--- config.mk ---
export PLATFORM = sky130hd
export DESIGN_NAME = pogc_top
export DESIGN_NICKNAME = d
export VERILOG_FILES = /design/src/shared/pogc_pkg.sv /design/src/logic/pogc_scale.sv /design/src/logic/pogc_top.sv
export SDC_FILE = /design/constraint.sdc
export NUM_CORES = 1
export LEC_CHECK = 0
export ABC_CLOCK_PERIOD_IN_PS = 10000
export BUFFER_PORTS_ARGS = -buffer_cell sky130_fd_sc_hd__buf_4
export CAP_MARGIN = 20
export CELL_PAD_IN_SITES_DETAIL_PLACEMENT = 1
export CELL_PAD_IN_SITES_GLOBAL_PLACEMENT = 1
export CORE_AREA = 5 5 164 166
export CTS_BUF_LIST = sky130_fd_sc_hd__clkbuf_2 sky130_fd_sc_hd__clkbuf_4 sky130_fd_sc_hd__clkbuf_8
export DETAILED_ROUTE_END_ITERATION = 8
export DIE_AREA = 0 0 169 171
export PLACE_DENSITY_LB_ADDON = 0.12
export SETUP_SLACK_MARGIN = 0.05
export SYNTH_ARGS = -nofsm -noshare
export SYNTH_HDL_FRONTEND = slang
export SYNTH_SLANG_ARGS = --single-unit
--- constraint.sdc ---
create_clock -name clk -period 10 [get_ports clk]
set_clock_uncertainty 0.1 [all_clocks]
set_input_delay 2 -clock clk [delete_from_list [all_inputs] [get_ports clk]]
set_output_delay 2 -clock clk [all_outputs]
set_load 0.01 [all_outputs]
--- src/shared/pogc_pkg.sv ---
// Constants, register map and state types for the pixel offset/gain corrector.
// Assumes a single 25 MHz clock and a byte-wide register port inside the device.
//
// Behaviour
// RULE1 - Two-bit range picks 1.5, 2.0, 3.0 or bypass
// RULE2 - Format bit splits coefficient pair 6/10 or 8/8
// RULE3 - Gain from fixed registers or per-pixel SRAM
// RULE4 - Offset from fixed register or per-pixel SRAM
// RULE5 - Fixed offset top two bits zeroed, 6-bit format
// RULE6 - Fixed gain low two bits zeroed, 8-bit format
// RULE7 - Subtract offset, scale by gain, saturate output
package pogc_pkg;

  // Data widths
  localparam int PIX_W = 12;
  localparam int COEF_W = 16;
  localparam int GAIN_W = 10;
  localparam int OFS_W = 8;
  localparam int REG_AW = 8;
  localparam int REG_DW = 8;
  localparam int PROD_W = PIX_W + GAIN_W;

  // Register offsets
  localparam logic [REG_AW-1:0] ADDR_CONTROL = 8'h3e;
  localparam logic [REG_AW-1:0] ADDR_FIX_OFS = 8'h3f;
  localparam logic [REG_AW-1:0] ADDR_GAIN_HI = 8'h40;
  localparam logic [REG_AW-1:0] ADDR_GAIN_LO = 8'h41;

  // Control register field positions
  localparam int CTL_RANGE_LSB = 0;
  localparam int CTL_FORMAT_BIT = 2;
  localparam int CTL_GSRC_BIT = 3;
  localparam int CTL_OSRC_BIT = 4;
  localparam int CTL_USED_W = 5;

  // Reset values
  localparam logic [REG_DW-1:0] CONTROL_RST = 8'h00;
  localparam logic [REG_DW-1:0] FIX_OFS_RST = 8'h00;
  localparam logic [REG_DW-1:0] GAIN_HI_RST = 8'h00;
  localparam logic [REG_DW-1:0] GAIN_LO_RST = 8'h00;

  // Coefficient splits: offset sits in the upper bits of the pair
  localparam int OFS6_W = 6;
  localparam int OFS8_W = 8;
  localparam int GAIN8_W = 8;
  localparam int GAIN_PAD_W = GAIN_W - GAIN8_W;
  localparam int GAIN_HI_W = GAIN_W - REG_DW;

  // Post-multiply shifts: span 0.5, 1.0, 2.0 of the pixel value
  localparam int SHIFT_R15 = GAIN_W + 1;
  localparam int SHIFT_R20 = GAIN_W;
  localparam int SHIFT_R30 = GAIN_W - 1;

  localparam logic [PIX_W-1:0] PIX_MAX = 12'hfff;

  typedef enum logic [1:0] {
    RANGE_1P5 = 2'b00,
    RANGE_2P0 = 2'b01,
    RANGE_3P0 = 2'b10,
    RANGE_BYPASS = 2'b11
  } pogc_range_t;

  // Pixel stream carrier
  typedef struct packed {
    logic valid;
    logic [PIX_W-1:0] data;
  } pogc_pix_t;

  // Register file
  typedef struct packed {
    logic [REG_DW-1:0] control;
    logic [REG_DW-1:0] fix_ofs;
    logic [REG_DW-1:0] gain_hi;
    logic [REG_DW-1:0] gain_lo;
  } pogc_regs_t;

  // Middle pipeline stage: offset removed, gain chosen
  typedef struct packed {
    logic valid;
    logic [PIX_W-1:0] diff;
    logic [GAIN_W-1:0] gain;
    pogc_range_t range;
  } pogc_mid_t;

  // Whole state of the top module
  typedef struct packed {
    pogc_regs_t regs;
    logic [REG_DW-1:0] rdata;
    pogc_mid_t mid;
    pogc_pix_t out;
  } pogc_state_t;

endpackage

--- src/logic/pogc_scale.sv ---
// Gain multiplier with range selection and saturation.
// Purely combinational; the caller registers the result.
`timescale 1ns/1ps

module pogc_scale
  import pogc_pkg::*;
(
  // Operands
  input wire logic [PIX_W-1:0] data,
  input wire logic [GAIN_W-1:0] gain,
  input wire pogc_range_t range,
  // Result
  output logic [PIX_W-1:0] result
);

  logic [PROD_W-1:0] prod;
  logic [PROD_W-1:0] extra;
  logic [PROD_W:0] sum;

  // RULE1 range sets span
  // Gain g gives factor 1 + span*g/1024, so full code 1023 stops one step of span/1024 short of the range top
  always_comb begin
    prod = PROD_W'(data) * PROD_W'(gain);
    case (range)
      RANGE_1P5: extra = prod >> SHIFT_R15;
      RANGE_2P0: extra = prod >> SHIFT_R20;
      RANGE_3P0: extra = prod >> SHIFT_R30;
      default: extra = '0; // Bypass: pixels pass unscaled
    endcase
    sum = {1'b0, PROD_W'(data)} + {1'b0, extra};
    // RULE7 saturate at width
    if (sum > (PROD_W + 1)'(PIX_MAX)) begin
      result = PIX_MAX;
    end else begin
      result = sum[PIX_W-1:0];
    end
  end

endmodule

--- src/logic/pogc_top.sv ---
// Pixel-rate offset and gain (shading) correction with its four registers.
// Assumes coefficient pairs from SRAM arrive in the same cycle as their pixel,
// and a byte register port driven by logic on the same clock.
`timescale 1ns/1ps

module pogc_top
  import pogc_pkg::*;
(
  // Clock and reset
  input wire logic clk,
  input wire logic resetn,
  // Register port
  input wire logic [REG_AW-1:0] reg_addr,
  input wire logic [REG_DW-1:0] reg_wdata,
  input wire logic reg_wr,
  output logic [REG_DW-1:0] reg_rdata,
  // Incoming pixels and their SRAM coefficient pair
  input wire pogc_pix_t pix_in,
  input wire logic [COEF_W-1:0] coef_data,
  // Corrected pixels
  output pogc_pix_t pix_out
);

  pogc_state_t state_reg;
  pogc_state_t state_next;

  logic fmt8;
  logic gain_from_sram;
  logic ofs_from_sram;
  pogc_range_t range_sel;
  logic [OFS_W-1:0] sram_ofs;
  logic [GAIN_W-1:0] sram_gain;
  logic [OFS_W-1:0] fixed_ofs;
  logic [GAIN_W-1:0] fixed_gain;
  logic [OFS_W-1:0] ofs_sel;
  logic [GAIN_W-1:0] gain_sel;
  logic [PIX_W-1:0] scaled;

  // Control fields
  assign range_sel =
    pogc_range_t'(state_reg.regs.control[CTL_RANGE_LSB +: $bits(pogc_range_t)]);
  assign fmt8 = state_reg.regs.control[CTL_FORMAT_BIT];
  assign gain_from_sram = state_reg.regs.control[CTL_GSRC_BIT];
  assign ofs_from_sram = state_reg.regs.control[CTL_OSRC_BIT];

  // RULE2 split coefficient pair
  // Offset in the upper bits; an 8-bit gain is its top bits, low bits zero
  always_comb begin
    if (fmt8) begin
      sram_ofs = coef_data[COEF_W-1 -: OFS8_W];
      sram_gain = {coef_data[GAIN8_W-1:0], {GAIN_PAD_W{1'b0}}};
    end else begin
      sram_ofs = {{(OFS_W - OFS6_W){1'b0}}, coef_data[COEF_W-1 -: OFS6_W]};
      sram_gain = coef_data[GAIN_W-1:0];
    end
  end

  // RULE5 mask fixed offset
  always_comb begin
    if (fmt8) begin
      fixed_ofs = state_reg.regs.fix_ofs;
    end else begin
      fixed_ofs = {{(OFS_W - OFS6_W){1'b0}}, state_reg.regs.fix_ofs[OFS6_W-1:0]};
    end
  end

  // RULE6 mask fixed gain
  // Gain is the high register's low bits joined to the low register
  always_comb begin
    if (fmt8) begin
      fixed_gain = {state_reg.regs.gain_hi[GAIN_HI_W-1:0],
                    state_reg.regs.gain_lo[REG_DW-1:GAIN_PAD_W],
                    {GAIN_PAD_W{1'b0}}};
    end else begin
      fixed_gain = {state_reg.regs.gain_hi[GAIN_HI_W-1:0], state_reg.regs.gain_lo};
    end
  end

  // RULE3 gain source select
  assign gain_sel = gain_from_sram ? sram_gain : fixed_gain;
  // RULE4 offset source select
  assign ofs_sel = ofs_from_sram ? sram_ofs : fixed_ofs;

  // Second stage multiplier
  pogc_scale u_scale (
    .data(state_reg.mid.diff),
    .gain(state_reg.mid.gain),
    .range(state_reg.mid.range),
    .result(scaled)
  );

  // Next-state logic: registers, read data and the two pipeline stages
  always_comb begin
    state_next = state_reg;

    // Register writes; unmapped addresses are ignored
    if (reg_wr) begin
      if (reg_addr == ADDR_CONTROL) begin
        state_next.regs.control = {{(REG_DW - CTL_USED_W){1'b0}},
                                   reg_wdata[CTL_USED_W-1:0]};
      end else if (reg_addr == ADDR_FIX_OFS) begin
        state_next.regs.fix_ofs = reg_wdata;
      end else if (reg_addr == ADDR_GAIN_HI) begin
        state_next.regs.gain_hi = reg_wdata;
      end else if (reg_addr == ADDR_GAIN_LO) begin
        state_next.regs.gain_lo = reg_wdata;
      end
    end

    // Read data follows the address one cycle later; unmapped reads zero
    if (reg_addr == ADDR_CONTROL) begin
      state_next.rdata = state_reg.regs.control;
    end else if (reg_addr == ADDR_FIX_OFS) begin
      state_next.rdata = state_reg.regs.fix_ofs;
    end else if (reg_addr == ADDR_GAIN_HI) begin
      state_next.rdata = state_reg.regs.gain_hi;
    end else if (reg_addr == ADDR_GAIN_LO) begin
      state_next.rdata = state_reg.regs.gain_lo;
    end else begin
      state_next.rdata = '0;
    end

    // RULE7 subtract offset first
    // Clamp at zero so a dark pixel below its offset cannot wrap to white
    state_next.mid.valid = pix_in.valid;
    if (pix_in.data > PIX_W'(ofs_sel)) begin
      state_next.mid.diff = pix_in.data - PIX_W'(ofs_sel);
    end else begin
      state_next.mid.diff = '0;
    end
    state_next.mid.gain = gain_sel;
    state_next.mid.range = range_sel;

    // RULE7 scaled result registered
    state_next.out.valid = state_reg.mid.valid;
    state_next.out.data = scaled;
  end

  // State register
  always_ff @(posedge clk or negedge resetn) begin
    if (!resetn) begin
      state_reg.regs.control <= CONTROL_RST;
      state_reg.regs.fix_ofs <= FIX_OFS_RST;
      state_reg.regs.gain_hi <= GAIN_HI_RST;
      state_reg.regs.gain_lo <= GAIN_LO_RST;
      state_reg.rdata <= '0;
      state_reg.mid <= '0;
      state_reg.out <= '0;
    end else begin
      state_reg <= state_next;
    end
  end

  // Outputs straight from flops
  assign reg_rdata = state_reg.rdata;
  assign pix_out = state_reg.out;

endmodule

Word-level counts from Yosys, hierarchy flattened
Cells that the tools add are included.
{"block": "word_totals", "input_bits": 48, "latch_bits": 0, "regBits": 75, "n_memories": 0, "word_cells": 43, "rom_bits": 0, "ram_bits": 0}
{"block": "classes", "n_reduce_logical": 5, "muxes": 13, "order_cmp": 2, "n_div": 0, "n_addsub": 2, "shifts": 0, "eq_ne": 6, "bitwise": 3, "multipliers": 1}
{"cell": "8-bit two-way mux", "n": 7}
{"cell": "13-bit one-hot mux with 3 select lines", "n": 1}
{"cell": "12-bit two-way mux", "n": 2}
{"cell": "12-bit by 22-bit adder with 23-bit output", "n": 1}
{"cell": "23-bit by 12-bit greater-than comparator with 1-bit output (second input constant)", "n": 1}
{"cell": "12-bit by 10-bit multiplier with 22-bit output", "n": 1}
{"cell": "10-bit two-way mux", "n": 2}
{"cell": "8-bit by 6-bit equality test with 1-bit output (second input constant)", "n": 2}
{"cell": "8-bit by 7-bit equality test with 1-bit output (second input constant)", "n": 2}
{"cell": "12-bit by 8-bit greater-than comparator with 1-bit output", "n": 1}
{"cell": "12-bit by 8-bit subtractor with 12-bit output", "n": 1}
{"cell": "5-bit AND reduction", "n": 1}
{"cell": "4-bit AND reduction", "n": 1}
{"cell": "1-bit inverter", "n": 3}
{"cell": "3-bit AND reduction", "n": 1}
{"cell": "2-bit by 1-bit equality test with 1-bit output (second input constant)", "n": 1}
{"cell": "2-bit equality test (second input constant)", "n": 1}
{"cell": "2-bit zero test", "n": 1}
{"cell": "2-bit two-way mux", "n": 1}
{"cell": "2-bit AND reduction", "n": 1}

Longest topological paths before layout
Gate-level depths: netlist of the first run.
{"block": "depth", "depth_word": 5, "mapped_depth": 30}

Hierarchy
A second synthesis of the first run with hierarchy kept.
{"block": "hier_totals", "hier_cells": 886, "hier_area_um2": 8413.1}
{"mod": "pogc_scale", "area_per_inst_um2": 4765.8, "seq_area_each_um2": 0.0, "cells_per_inst": 579, "instances": 1}
{"mod": "pogc_top", "area_per_inst_um2": 3647.2, "seq_area_each_um2": 1876.8, "cells_per_inst": 307, "instances": 1}

Least setup slack after synthesis of the first run
Ideal clock, no wire load.
{"block": "synth_timing", "kind": "reg2reg", "from": "register state_reg[24] (netlist bit)", "to": "register state_reg (netlist bit pix_out[11])", "synth_period_minus_slack_ns": 7.296, "setup_time_ns": 0.124, "path_slack_ns": 2.704, "path_buffers": 2, "required_ns": 9.776, "arrival_ns": 7.072, "path_stages_with_launch": 27, "cell_sequence": "dfrtp_1 -> clkbuf_1 -> nand2_1 -> fa_1 -> fa_1 -> inv_1 -> fa_1 -> fa_1 -> inv_1 -> fa_1 -> inv_1 -> ha_1 -> clkbuf_1 -> nand4_1 -> nor3b_1 -> nor3_1 -> xnor2_1 -> mux2_2 -> o21a_1 -> ha_1 -> nor2b_1 -> o31a_1 -> o31ai_2 -> a21oi_1 -> a2111oi_0 -> mux2i_1 -> a211o_2"}
{"block": "synth_via", "elab_chain_cells": 5}
{"element": "from (decl)", "line": "pogc_top.sv:24", "source": "pogc_state_t state_reg;"}
{"element": "from (signal assigned)", "line": "pogc_top.sv:150", "source": "state_reg <= state_next;"}
{"element": "12-bit by 10-bit multiplier with 22-bit output (*)", "line": "pogc_scale.sv:23", "source": "prod = PROD_W'(data) * PROD_W'(gain);"}
{"element": "13-bit one-hot mux with 3 select lines (*)", "line": "pogc_scale.sv:24", "source": "case (range)"}
{"element": "12-bit by 22-bit adder with 23-bit output (*)", "line": "pogc_scale.sv:30", "source": "sum = {1'b0, PROD_W'(data)} + {1'b0, extra};"}
{"element": "23-bit by 12-bit greater-than comparator with 1-bit output", "line": "pogc_scale.sv:32", "source": "if (sum > (PROD_W + 1)'(PIX_MAX)) begin"}
{"element": "12-bit two-way mux (*)", "line": "pogc_scale.sv:32"}
{"element": "via scaled[11]", "line": "pogc_top.sv:37", "source": "logic [PIX_W-1:0] scaled;"}
The timed path passes the listed nets; every way through them passes the cells marked *.
A chain may end at the register's enable or synchronous reset.

Final worst setup path of the first run
{"block": "layout_timing", "from": "register state_reg[31] (netlist bit)", "to": "register state_reg (netlist bit pix_out[8])"}
{"block": "layout_via", "elab_chain_cells": 5}
{"element": "12-bit by 10-bit multiplier with 22-bit output", "line": "pogc_scale.sv:23"}
{"element": "13-bit one-hot mux with 3 select lines", "line": "pogc_scale.sv:24"}
{"element": "12-bit by 22-bit adder with 23-bit output (*)", "line": "pogc_scale.sv:30"}
{"element": "23-bit by 12-bit greater-than comparator with 1-bit output", "line": "pogc_scale.sv:32"}
{"element": "12-bit two-way mux (*)", "line": "pogc_scale.sv:32"}
{"element": "via scaled[8]", "line": "pogc_top.sv:37"}
Marked as above.

==> impl_metrics.toml, run 1 <==
[global_route]
grt_overflow = 0
grt_max_degree = 69
first_global_vias = 6693
antenna_found_initial = 0
grt_pass1_wl_um = 37900
grt.total_usage_pct = 16.5

[yosys]
synth_nets = 1115
synth_edf_count = 0
syn-cell-area_sq_mm = 0.00845
synth_seq_cells = 75
synth_warnings = 0
async_flop_share_pct = 100
synth_cells = 913
yosysUniqueCellTypes = 67
syn_area_per_cell_sq_um = 9.25
seq_area_frac_synth_pct = 22.2
synthFlopType = "dfrtp_1"

[sta]
hold_viol = 0
fin_crit_ns = 8.22
post-route-period-util_pct = 82.2
setup_violations = 0
fin_ws_ns = 1.78
rsz0062_at_grt = "no"
slew_headroom_pct = 33.2
worst_pin_slew_ns = 0.997
fmaxAchievable_mhz = 122
holdWs_ns = 0.261
maxSlewViolCount = 0
fin_setup_tns_ns = 0

[worst_hold_path]
holdPathStages = 0
hold_path.class = "reg2reg"

[critical_path]
worst-setup-path-type = "reg2reg"
arrival_ns = 8.32
r2r_end = "pix_out[8]"
worstRegToRegCells = 29
startpoint = "state_reg[31]"
critPathRequiredTime_ns = 10.10
crit_fanout = 11
worstSetupEndpoint = "pix_out[8]"
slowest_delay_ns = 0.82
cp-start-kind = "flop"
timing.rr.start = "state_reg[31]"
r2r_slack_ns = 1.78
cp-end-kind = "flop"
crit_slowest_cell = "a211oi_1"

[route]
viasPerCell = 4.96
drc = 0
wire_per_inst_um = 18.5
drtAntennaViolNets = 0
drt_iter0_drc = 198
vias = 6322
firstDrtPassIters = 4
drt-total-wl_um = 23600

[cells_and_area]
syn_to_final_growth_pct = 10.1
final_net_count = 1136
fin_util_pct = 36.5
final_cells = 1274
num_antenna_cells = 0
largest_reg_flops = 48
num-fill-cells = 2957
design_area_sq_mm = 0.00930
mostFrequentLayoutCell = "inv_1"
multi_input_area_sq_mm = 0.00590
final_cell_mix = "inv_1 (92), nand2_1 (83), fa_1 (79)"
drive_above_1_share_pct = 16.1
ff_latch_area_sq_mm = 0.00188

[placement]
hpwl_um = 19100
place_congestion = 0.824
pre_cts_slack_ns = 1.79
port_buffers = 68
dp.cells = 1258
place_area_sq_mm = 0.00909

[cts]
postCtsSetupRepairBufs = 0
clkTransAtPathRegs_ns = 0.09
cts_root_buf = "clkbuf_8"
cts_resized = 0
cts_tree = "done"
htreeDepth = 3
hold_buffers = 0
clk_latency_ns = 0.36
clockBufferDepth = 2
clock_sinks = 75
numCtsBuffers = 9

[power_and_ir_drop]
p_total_mw = 1.40
vdd_drop_max_mv = 0.0890
power_leakage_nw = 4.61
power_density_mw_per_mm2 = 151

[floorplanning]
start_util_pct = 33.2
ios = 69
die_w_um = 169
die_y_um = 171
fp.coreArea_sq_mm = 0.0255
num_rows = 59
die-area_sq_mm = 0.0289

[flow_run]
maxCapViolCount = 0

[run_status]
status = "finished clean"
[Yosys cell counts, types with 12 or more instances]
| cell | count | area, sq um |
|---|---|---|
| clkbuf_1 | 38 | 143 |
| nand2_1 | 83 | 312 |
| xnor2_1 | 13 | 114 |
| nand3_1 | 12 | 60.1 |
| fa_1 | 79 | 1580 |
| buf_4 | 21 | 158 |
| o21ai_0 | 34 | 170 |
| dfrtp_1 | 75 | 1880 |
| ha_1 | 75 | 938 |
| mux2_2 | 40 | 450 |
| nor2_1 | 56 | 210 |
| nor3_1 | 19 | 95.1 |
| a21oi_1 | 40 | 200 |
| mux2i_1 | 30 | 300 |
| inv_1 | 92 | 345 |
| and2_1 | 64 | 400 |
[final cells by class]
| cell class | instances | area share [%] |
|---|---|---|
| Multi-Input combinational cell | 683 | 63.5 |
| Sequential cell | 75 | 20.2 |
| Timing Repair Buffer | 73 | 5.90 |
| Tap cell | 335 | 4.51 |
| Inverter | 92 | 3.72 |
| Clock buffer | 10 | 1.48 |
| Clock inverter | 6 | 0.754 |
[routing by layer]
metal / vias up / wire length [um] / GRT usage (%)
met2: 67 / 11000 / 26.6
li1: 3086 / - / -
met4: 0 / 257 / 3.33
met3: 15 / 379 / 1.39
met5: - / 0 / 0
met1: 3154 / 12000 / 24.5
[where the power goes]
group,internal [mW],switching (mW)
combinational,0.316,0.432
clock,0.125,0.129
sequential,0.344,0.0595
total,0.785,0.620
[worst max-delay path, delay by kind of cell (launching register included)]
family / cells / cell delay (ns)
flops: 1 / 0.68
simple gates: 4 / 0.71
fa+ha+maj: 8 / 3.54
buf+inv: 6 / 0.30
compound gates: 9 / 2.32
mux: 2 / 0.40
[how the worst min path moves through the flow]
stage                       end      startpoint  slack (ns)
floorplan           pix_out[12]  state_next[12]        0.23
global placement    pix_out[12]  state_next[12]        0.24
detailed placement  pix_out[12]  state_next[12]        0.25
CTS                 pix_out[12]  state_next[12]        0.27
global route        pix_out[12]  state_next[12]        0.28
finish              pix_out[12]  state_next[12]        0.26
[logic make-up after synthesis]
family,share of synthesized area [%]
AND/OR/NAND/NOR,17.7
buffers and inverters,8.01
adder cells (fa/ha/maj),29.8
AO/OA/AOI/OAI,11.2
flip-flops,22.2
multiplexers,8.89
XOR/XNOR,2.18
No activity file was read; power rests on OpenSTA's default activity.
==> run 2, diff against run 1 <==
ABC_CLOCK_PERIOD_IN_PS = 7100   (was 10000)
clock period = 7.1 ns   (was 10 ns; I/O delays follow)
==> run 2 against run 1 <==
Setup slack got worse by 1.8 ns. Non-clock buffer count rose by 164. Register-to-register slack got worse by 1.8 ns. Final cell count rose by 13%. Clock-buffer cell count fell by 1. Sequential power rose by 33%. Sequential share of layout area fell by 3.7 points. Critical endpoint is now pix_out[6]. Largest power group unchanged.
==> impl_metrics.toml, run 2 (same netlist as run 1, synthesis figures left out) <==
[cells_and_area]
design_area_sq_mm = 0.0115
syn_to_final_growth_pct = 35.6
drive_above_1_share_pct = 39.3
final_net_count = 1300
num-fill-cells = 2917
largest_reg_flops = 48
mostFrequentLayoutCell = "buf_4"
fin_util_pct = 45.0
final_cells = 1438
multi_input_area_sq_mm = 0.00667
ff_latch_area_sq_mm = 0.00189
final_cell_mix = "buf_4 (214), inv_1 (80), nand2_1 (78)"
num_antenna_cells = 0

[route]
vias = 7059
wire_per_inst_um = 17.9
firstDrtPassIters = 4
drt_iter0_drc = 165
drt-total-wl_um = 25700
viasPerCell = 4.91
drc = 0
drtAntennaViolNets = 0

[sta]
fin_crit_ns = 7.08
worst_pin_slew_ns = 1.06
setup_violations = 0
post-route-period-util_pct = 99.7
fin_setup_tns_ns = 0
rsz0062_at_grt = "yes"
fmaxAchievable_mhz = 141
hold_viol = 0
slew_headroom_pct = 29.3
maxSlewViolCount = 0

[cts]
clock_sinks = 75
clockBufferDepth = 2
htreeDepth = 3
hold_buffers = 0
cts_root_buf = "clkbuf_8"
cts_tree = "done"
numCtsBuffers = 9
clkTransAtPathRegs_ns = 0.09
clk_latency_ns = 0.35

[global_route]
grt_max_degree = 70
grt.total_usage_pct = 17.5
grt.busiest_layer = "met2"
grt_pass1_wl_um = 41000
antenna_found_initial = 0
grtUsageMet1_pct = 26.3
grt_use_met3_pct = 1.50
met2_usage_pct = 28.4
first_global_vias = 7712
grt_overflow = 0

[worst_hold_path]
hold_path.class = "reg2reg"
holdPathEnd = "pix_out[12]"
min-delay-start = "state_next[12]"
holdPathStages = 0

[floorplanning]
die_w_um = 169
ios = 69
die_y_um = 171
num_rows = 59
fp.coreArea_sq_mm = 0.0255
die-area_sq_mm = 0.0289
start_util_pct = 33.2

[power_and_ir_drop]
power_leakage_nw = 5.57
power_density_mw_per_mm2 = 230
vdd_drop_max_mv = 0.150

[placement]
place_area_sq_mm = 0.0100
port_buffers = 68
dp.cells = 1380
hpwl_um = 20300
place_congestion = 0.816

[critical_path]
timing.rr.start = "state_reg[31]"
critPathRequiredTime_ns = 7.22
worstRegToRegCells = 30
slowest_delay_ns = 0.52
r2r_end = "pix_out[6]"
cp-start-kind = "flop"
r2r_slack_ns = 0.02
arrival_ns = 7.20
cp_common_cell = "fa_1"
worst-setup-path-type = "reg2reg"
crit_slowest_cell = "fa_1"
crit_fanout = 5
cp-end-kind = "flop"

[run_status]
status = "finished clean"

[flow_run]
maxCapViolCount = 0
[run 2: cell count changes in the layout (fill, tap and decap cells not counted), moves of 9 or more]
cell / previous run / this run
buf_4: 73 / 214
buf_6: 0 / 20
ha_1: 75 / 55
ha_4: 0 / 19
dfrtp_1: 75 / 63
dfrtp_2: 0 / 12
inv_1: 92 / 80
inv_2: 0 / 12
a21oi_1: 40 / 30
o21ai_0: 34 / 25
[run 2: power by group]
part	internal, mW	leakage [nW]	switching, mW
Clock	0.205	0.117	0.187
Sequential	0.487	0.963	0.0483
Combinational	0.849	4.49	0.859
Total	1.54	5.57	1.09
[run 2: how the worst max path moves through the flow]
stage	to	slack (ns)	startpoint	cells after the start
after global routing	pix_out[2]	-0.24	state_reg[31]	30
after floorplan	pix_out[8]	0.06	state_reg[31]	30
final	pix_out[6]	0.02	state_reg[31]	30
after global placement	pix_out[11]	-0.36	state_reg[31]	25
after CTS	pix_out[9]	0.05	state_reg[26]	27
after detailed placement	pix_out[11]	-0.46	state_reg[28]	27
[run 2: final cells by class]
| type | instances | area share, % |
|---|---|---|
| clock inverter | 7 | 0.929 |
| sequential | 75 | 16.5 |
| multi-input combinational | 683 | 58.3 |
| tap | 335 | 3.66 |
| clock buffer | 9 | 1.08 |
| inverter | 92 | 3.02 |
| timing repair buffer | 237 | 16.5 |
[run 2: per-layer routing]
metal | share of wire, % | routed length (um)
met1 | 50 | 12900
met5 | 0 | 0
met4 | 0.58 | 149
met3 | 1.8 | 460
met2 | 47 | 12100
[run 2: critical path, delay by kind of cell, from the launching register on]
family          cells  cell delay (ns)
fa+ha+maj           7             3.27
compound gates      6             1.07
buf+inv             9             0.83
mux                 3             0.53
simple gates        4             0.51
flops               1             0.45
xor+xnor            1             0.19
[run 2: what timing repair did]
item,in CTS,in global routing
setup endpoints to repair,12,12
buffers inserted,27,16
pin swaps,56,65
resized for setup,87,91
endpoints found under the hold margin,0,0
[run 2: stage by stage]
stage / hold WS (ns) / power (mW) / setup slack (ns)
4_1_cts: 0.264 / 2.44 / 0.0488
3_3_place_gp: 0.234 / 1.85 / -0.365
6_report: 0.261 / 2.64 / 0.0204
5_1_grt: 0.276 / 2.86 / -0.242
3_5_place_dp: 0.243 / 1.85 / -0.455
2_1_floorplan: 0.231 / 1.32 / 0.0575
==> run 3, diff against run 2 <==
ABC_CLOCK_PERIOD_IN_PS = 6860   (was 7100)
clock period = 6.86 ns   (was 7.1 ns; I/O delays follow)
==> run 3 against run 2 <==
The run now ends with negative setup slack left. First-iteration DRC count up 7.3%. Final cell count increased by 0.14%. Combinational power rose by 4%. Hold slack improved by 0.0016 ns. Sequential share of layout area shrank 0.19 points. Sequential cell count unchanged. Routed wire length fell by 2.4%. Register-to-register slack worse by 0.13 ns. Critical path type unchanged.
==> impl_metrics.toml, run 3 (same netlist as run 1, synthesis figures left out) <==
[placement]
port_buffers = 68
dp.cells = 1386
hpwl_um = 19900
place_congestion = 0.821

[sta]
hold_viol = 0
maxSlewViolCount = 0
fin_crit_ns = 6.97
worst_pin_slew_ns = 1.15
fmaxAchievable_mhz = 143
slew_headroom_pct = 23.5
post-route-period-util_pct = 102
fin_setup_tns_ns = -0.535
setup_violations = 12
rsz0062_at_grt = "yes"
fin_ws_ns = -0.113

[cells_and_area]
num-fill-cells = 2905
syn_to_final_growth_pct = 37.1
final_net_count = 1303
drive_above_1_share_pct = 40.4
num_antenna_cells = 0
final_cell_mix = "buf_4 (215), inv_1 (82), fa_1 (74)"
largest_reg_flops = 48
mostFrequentLayoutCell = "buf_4"
final_cells = 1440

[route]
drt_iter0_drc = 177
drt-total-wl_um = 25000
wire_per_inst_um = 17.4
viasPerCell = 4.86
vias = 6995
firstDrtPassIters = 5
drc = 0
drtAntennaViolNets = 0

[critical_path]
worstRegToRegCells = 26
cp-end-kind = "flop"
cp-start-kind = "flop"
arrival_ns = 7.12
crit_fanout = 5
timing.rr.start = "state_reg[23]"
r2r_slack_ns = -0.11
worst-setup-path-type = "reg2reg"
critPathRequiredTime_ns = 7.01
r2r_end = "pix_out[11]"

[worst_hold_path]
min-delay-start = "state_next[12]"
holdPathStages = 0
holdPathEnd = "pix_out[12]"
hold_path.class = "reg2reg"

[cts]
clkTransAtPathRegs_ns = 0.09
cts_root_buf = "clkbuf_8"
clock_sinks = 75
cts_tree = "done"
numCtsBuffers = 9
htreeDepth = 3
clockBufferDepth = 2
clk_latency_ns = 0.35

[global_route]
grt.total_usage_pct = 17.3
grt_max_degree = 69
grt_overflow = 0
first_global_vias = 7665
grt_pass1_wl_um = 40400
antenna_found_initial = 0

[power_and_ir_drop]
p_total_mw = 2.69
power_density_mw_per_mm2 = 233
vdd_drop_max_mv = 0.183
power_leakage_nw = 5.60

[floorplanning]
fp.coreArea_sq_mm = 0.0255
die_y_um = 171
ios = 69
die_w_um = 169
die-area_sq_mm = 0.0289
start_util_pct = 33.2
num_rows = 59

[flow_run]
maxCapViolCount = 0

[run_status]
violations = "negative setup slack"
status = "finished, violations left"
-- run 3: changes by cell type in the layout (fill, tap and decap cells not counted), moves of 3 or more --
cell     previous run  this run
nor3_2              4         7
nor3_4              4         1
nand2_2             4         7
inv_2              12         9
nand2_1            78        73
-- run 3: worst max path at each step --
stage,slack [ns],cells after the start,endpoint,from
2_1_floorplan,0.003,26,pix_out[11],state_reg[16]
3_3_place_gp,-0.44,26,pix_out[11],state_reg[32]
3_5_place_dp,-0.47,26,pix_out[11],state_reg[32]
4_1_cts,-0.10,27,pix_out[11],state_reg[28]
5_1_grt,-0.39,27,pix_out[11],state_reg[32]
6_report,-0.11,26,pix_out[11],state_reg[23]
-- run 3: layer usage --
metal	share of wire, %	track usage, %
met2	48	28.7
met5	0	0
met4	0.84	3.12
met3	1.3	1.34
met1	50	25.2
-- run 3: final cells by class --
class                      count  area [sq um]  share of cell area, %
sequential                    75          1890                   16.3
timing repair buffer         240          1950                   16.9
clock inverter                 5          61.3                  0.530
clock buffer                  10           138                   1.19
multi-input combinational    683          6770                   58.5
inverter                      92           348                   3.00
tap                          335           419                   3.62
-- run 3: where the power goes --
part	internal (mW)	switching, mW
Sequential	0.504	0.0569
Clock	0.179	0.178
Combinational	0.896	0.879
Total	1.58	1.11
-- run 3: critical path, cell delays in order, from the launching register on --
cell       delay [ns]
dfrtp_2          0.44
buf_4            0.15
and2_4           0.13
fa_1             0.49
fa_1             0.55
fa_1             0.43
fa_1             0.51
inv_2            0.04
fa_1             0.54
inv_2            0.05
ha_4             0.23
a21oi_4          0.15
nor2_2           0.07
or3b_4           0.38
o32ai_4          0.31
xnor2_2          0.17
mux2i_1          0.11
o2bb2ai_2        0.24
ha_1             0.29
o21a_1           0.18
o31a_1           0.13
o31ai_4          0.21
buf_4            0.16
a21oi_2          0.07
a2111oi_4        0.29
mux2i_1          0.12
a211o_2          0.30
-- run 3: per-stage QoR --
stage / setup WS [ns] / hold WS (ns) / cell area [sq um] / util, %
after floorplan: 0.00264 / 0.231 / 8730 / -
after global placement: -0.439 / 0.241 / 10200 / 40.2
after detailed placement: -0.473 / 0.247 / 10200 / 40.2
after CTS: -0.103 / 0.269 / 11000 / 43.2
after global routing: -0.387 / 0.283 / 11600 / 45.5
final: -0.113 / 0.262 / 11600 / 45.5
-- run 3: timing repair --
action                                  CTS  global route
gates resized for setup                  86            72
setup buffers                            22            19
endpoints found under the hold margin     0             0
hold buffers                              0             0
endpoints found under the setup margin   12            12
gates cloned                              0             1
pin swaps                                48            45
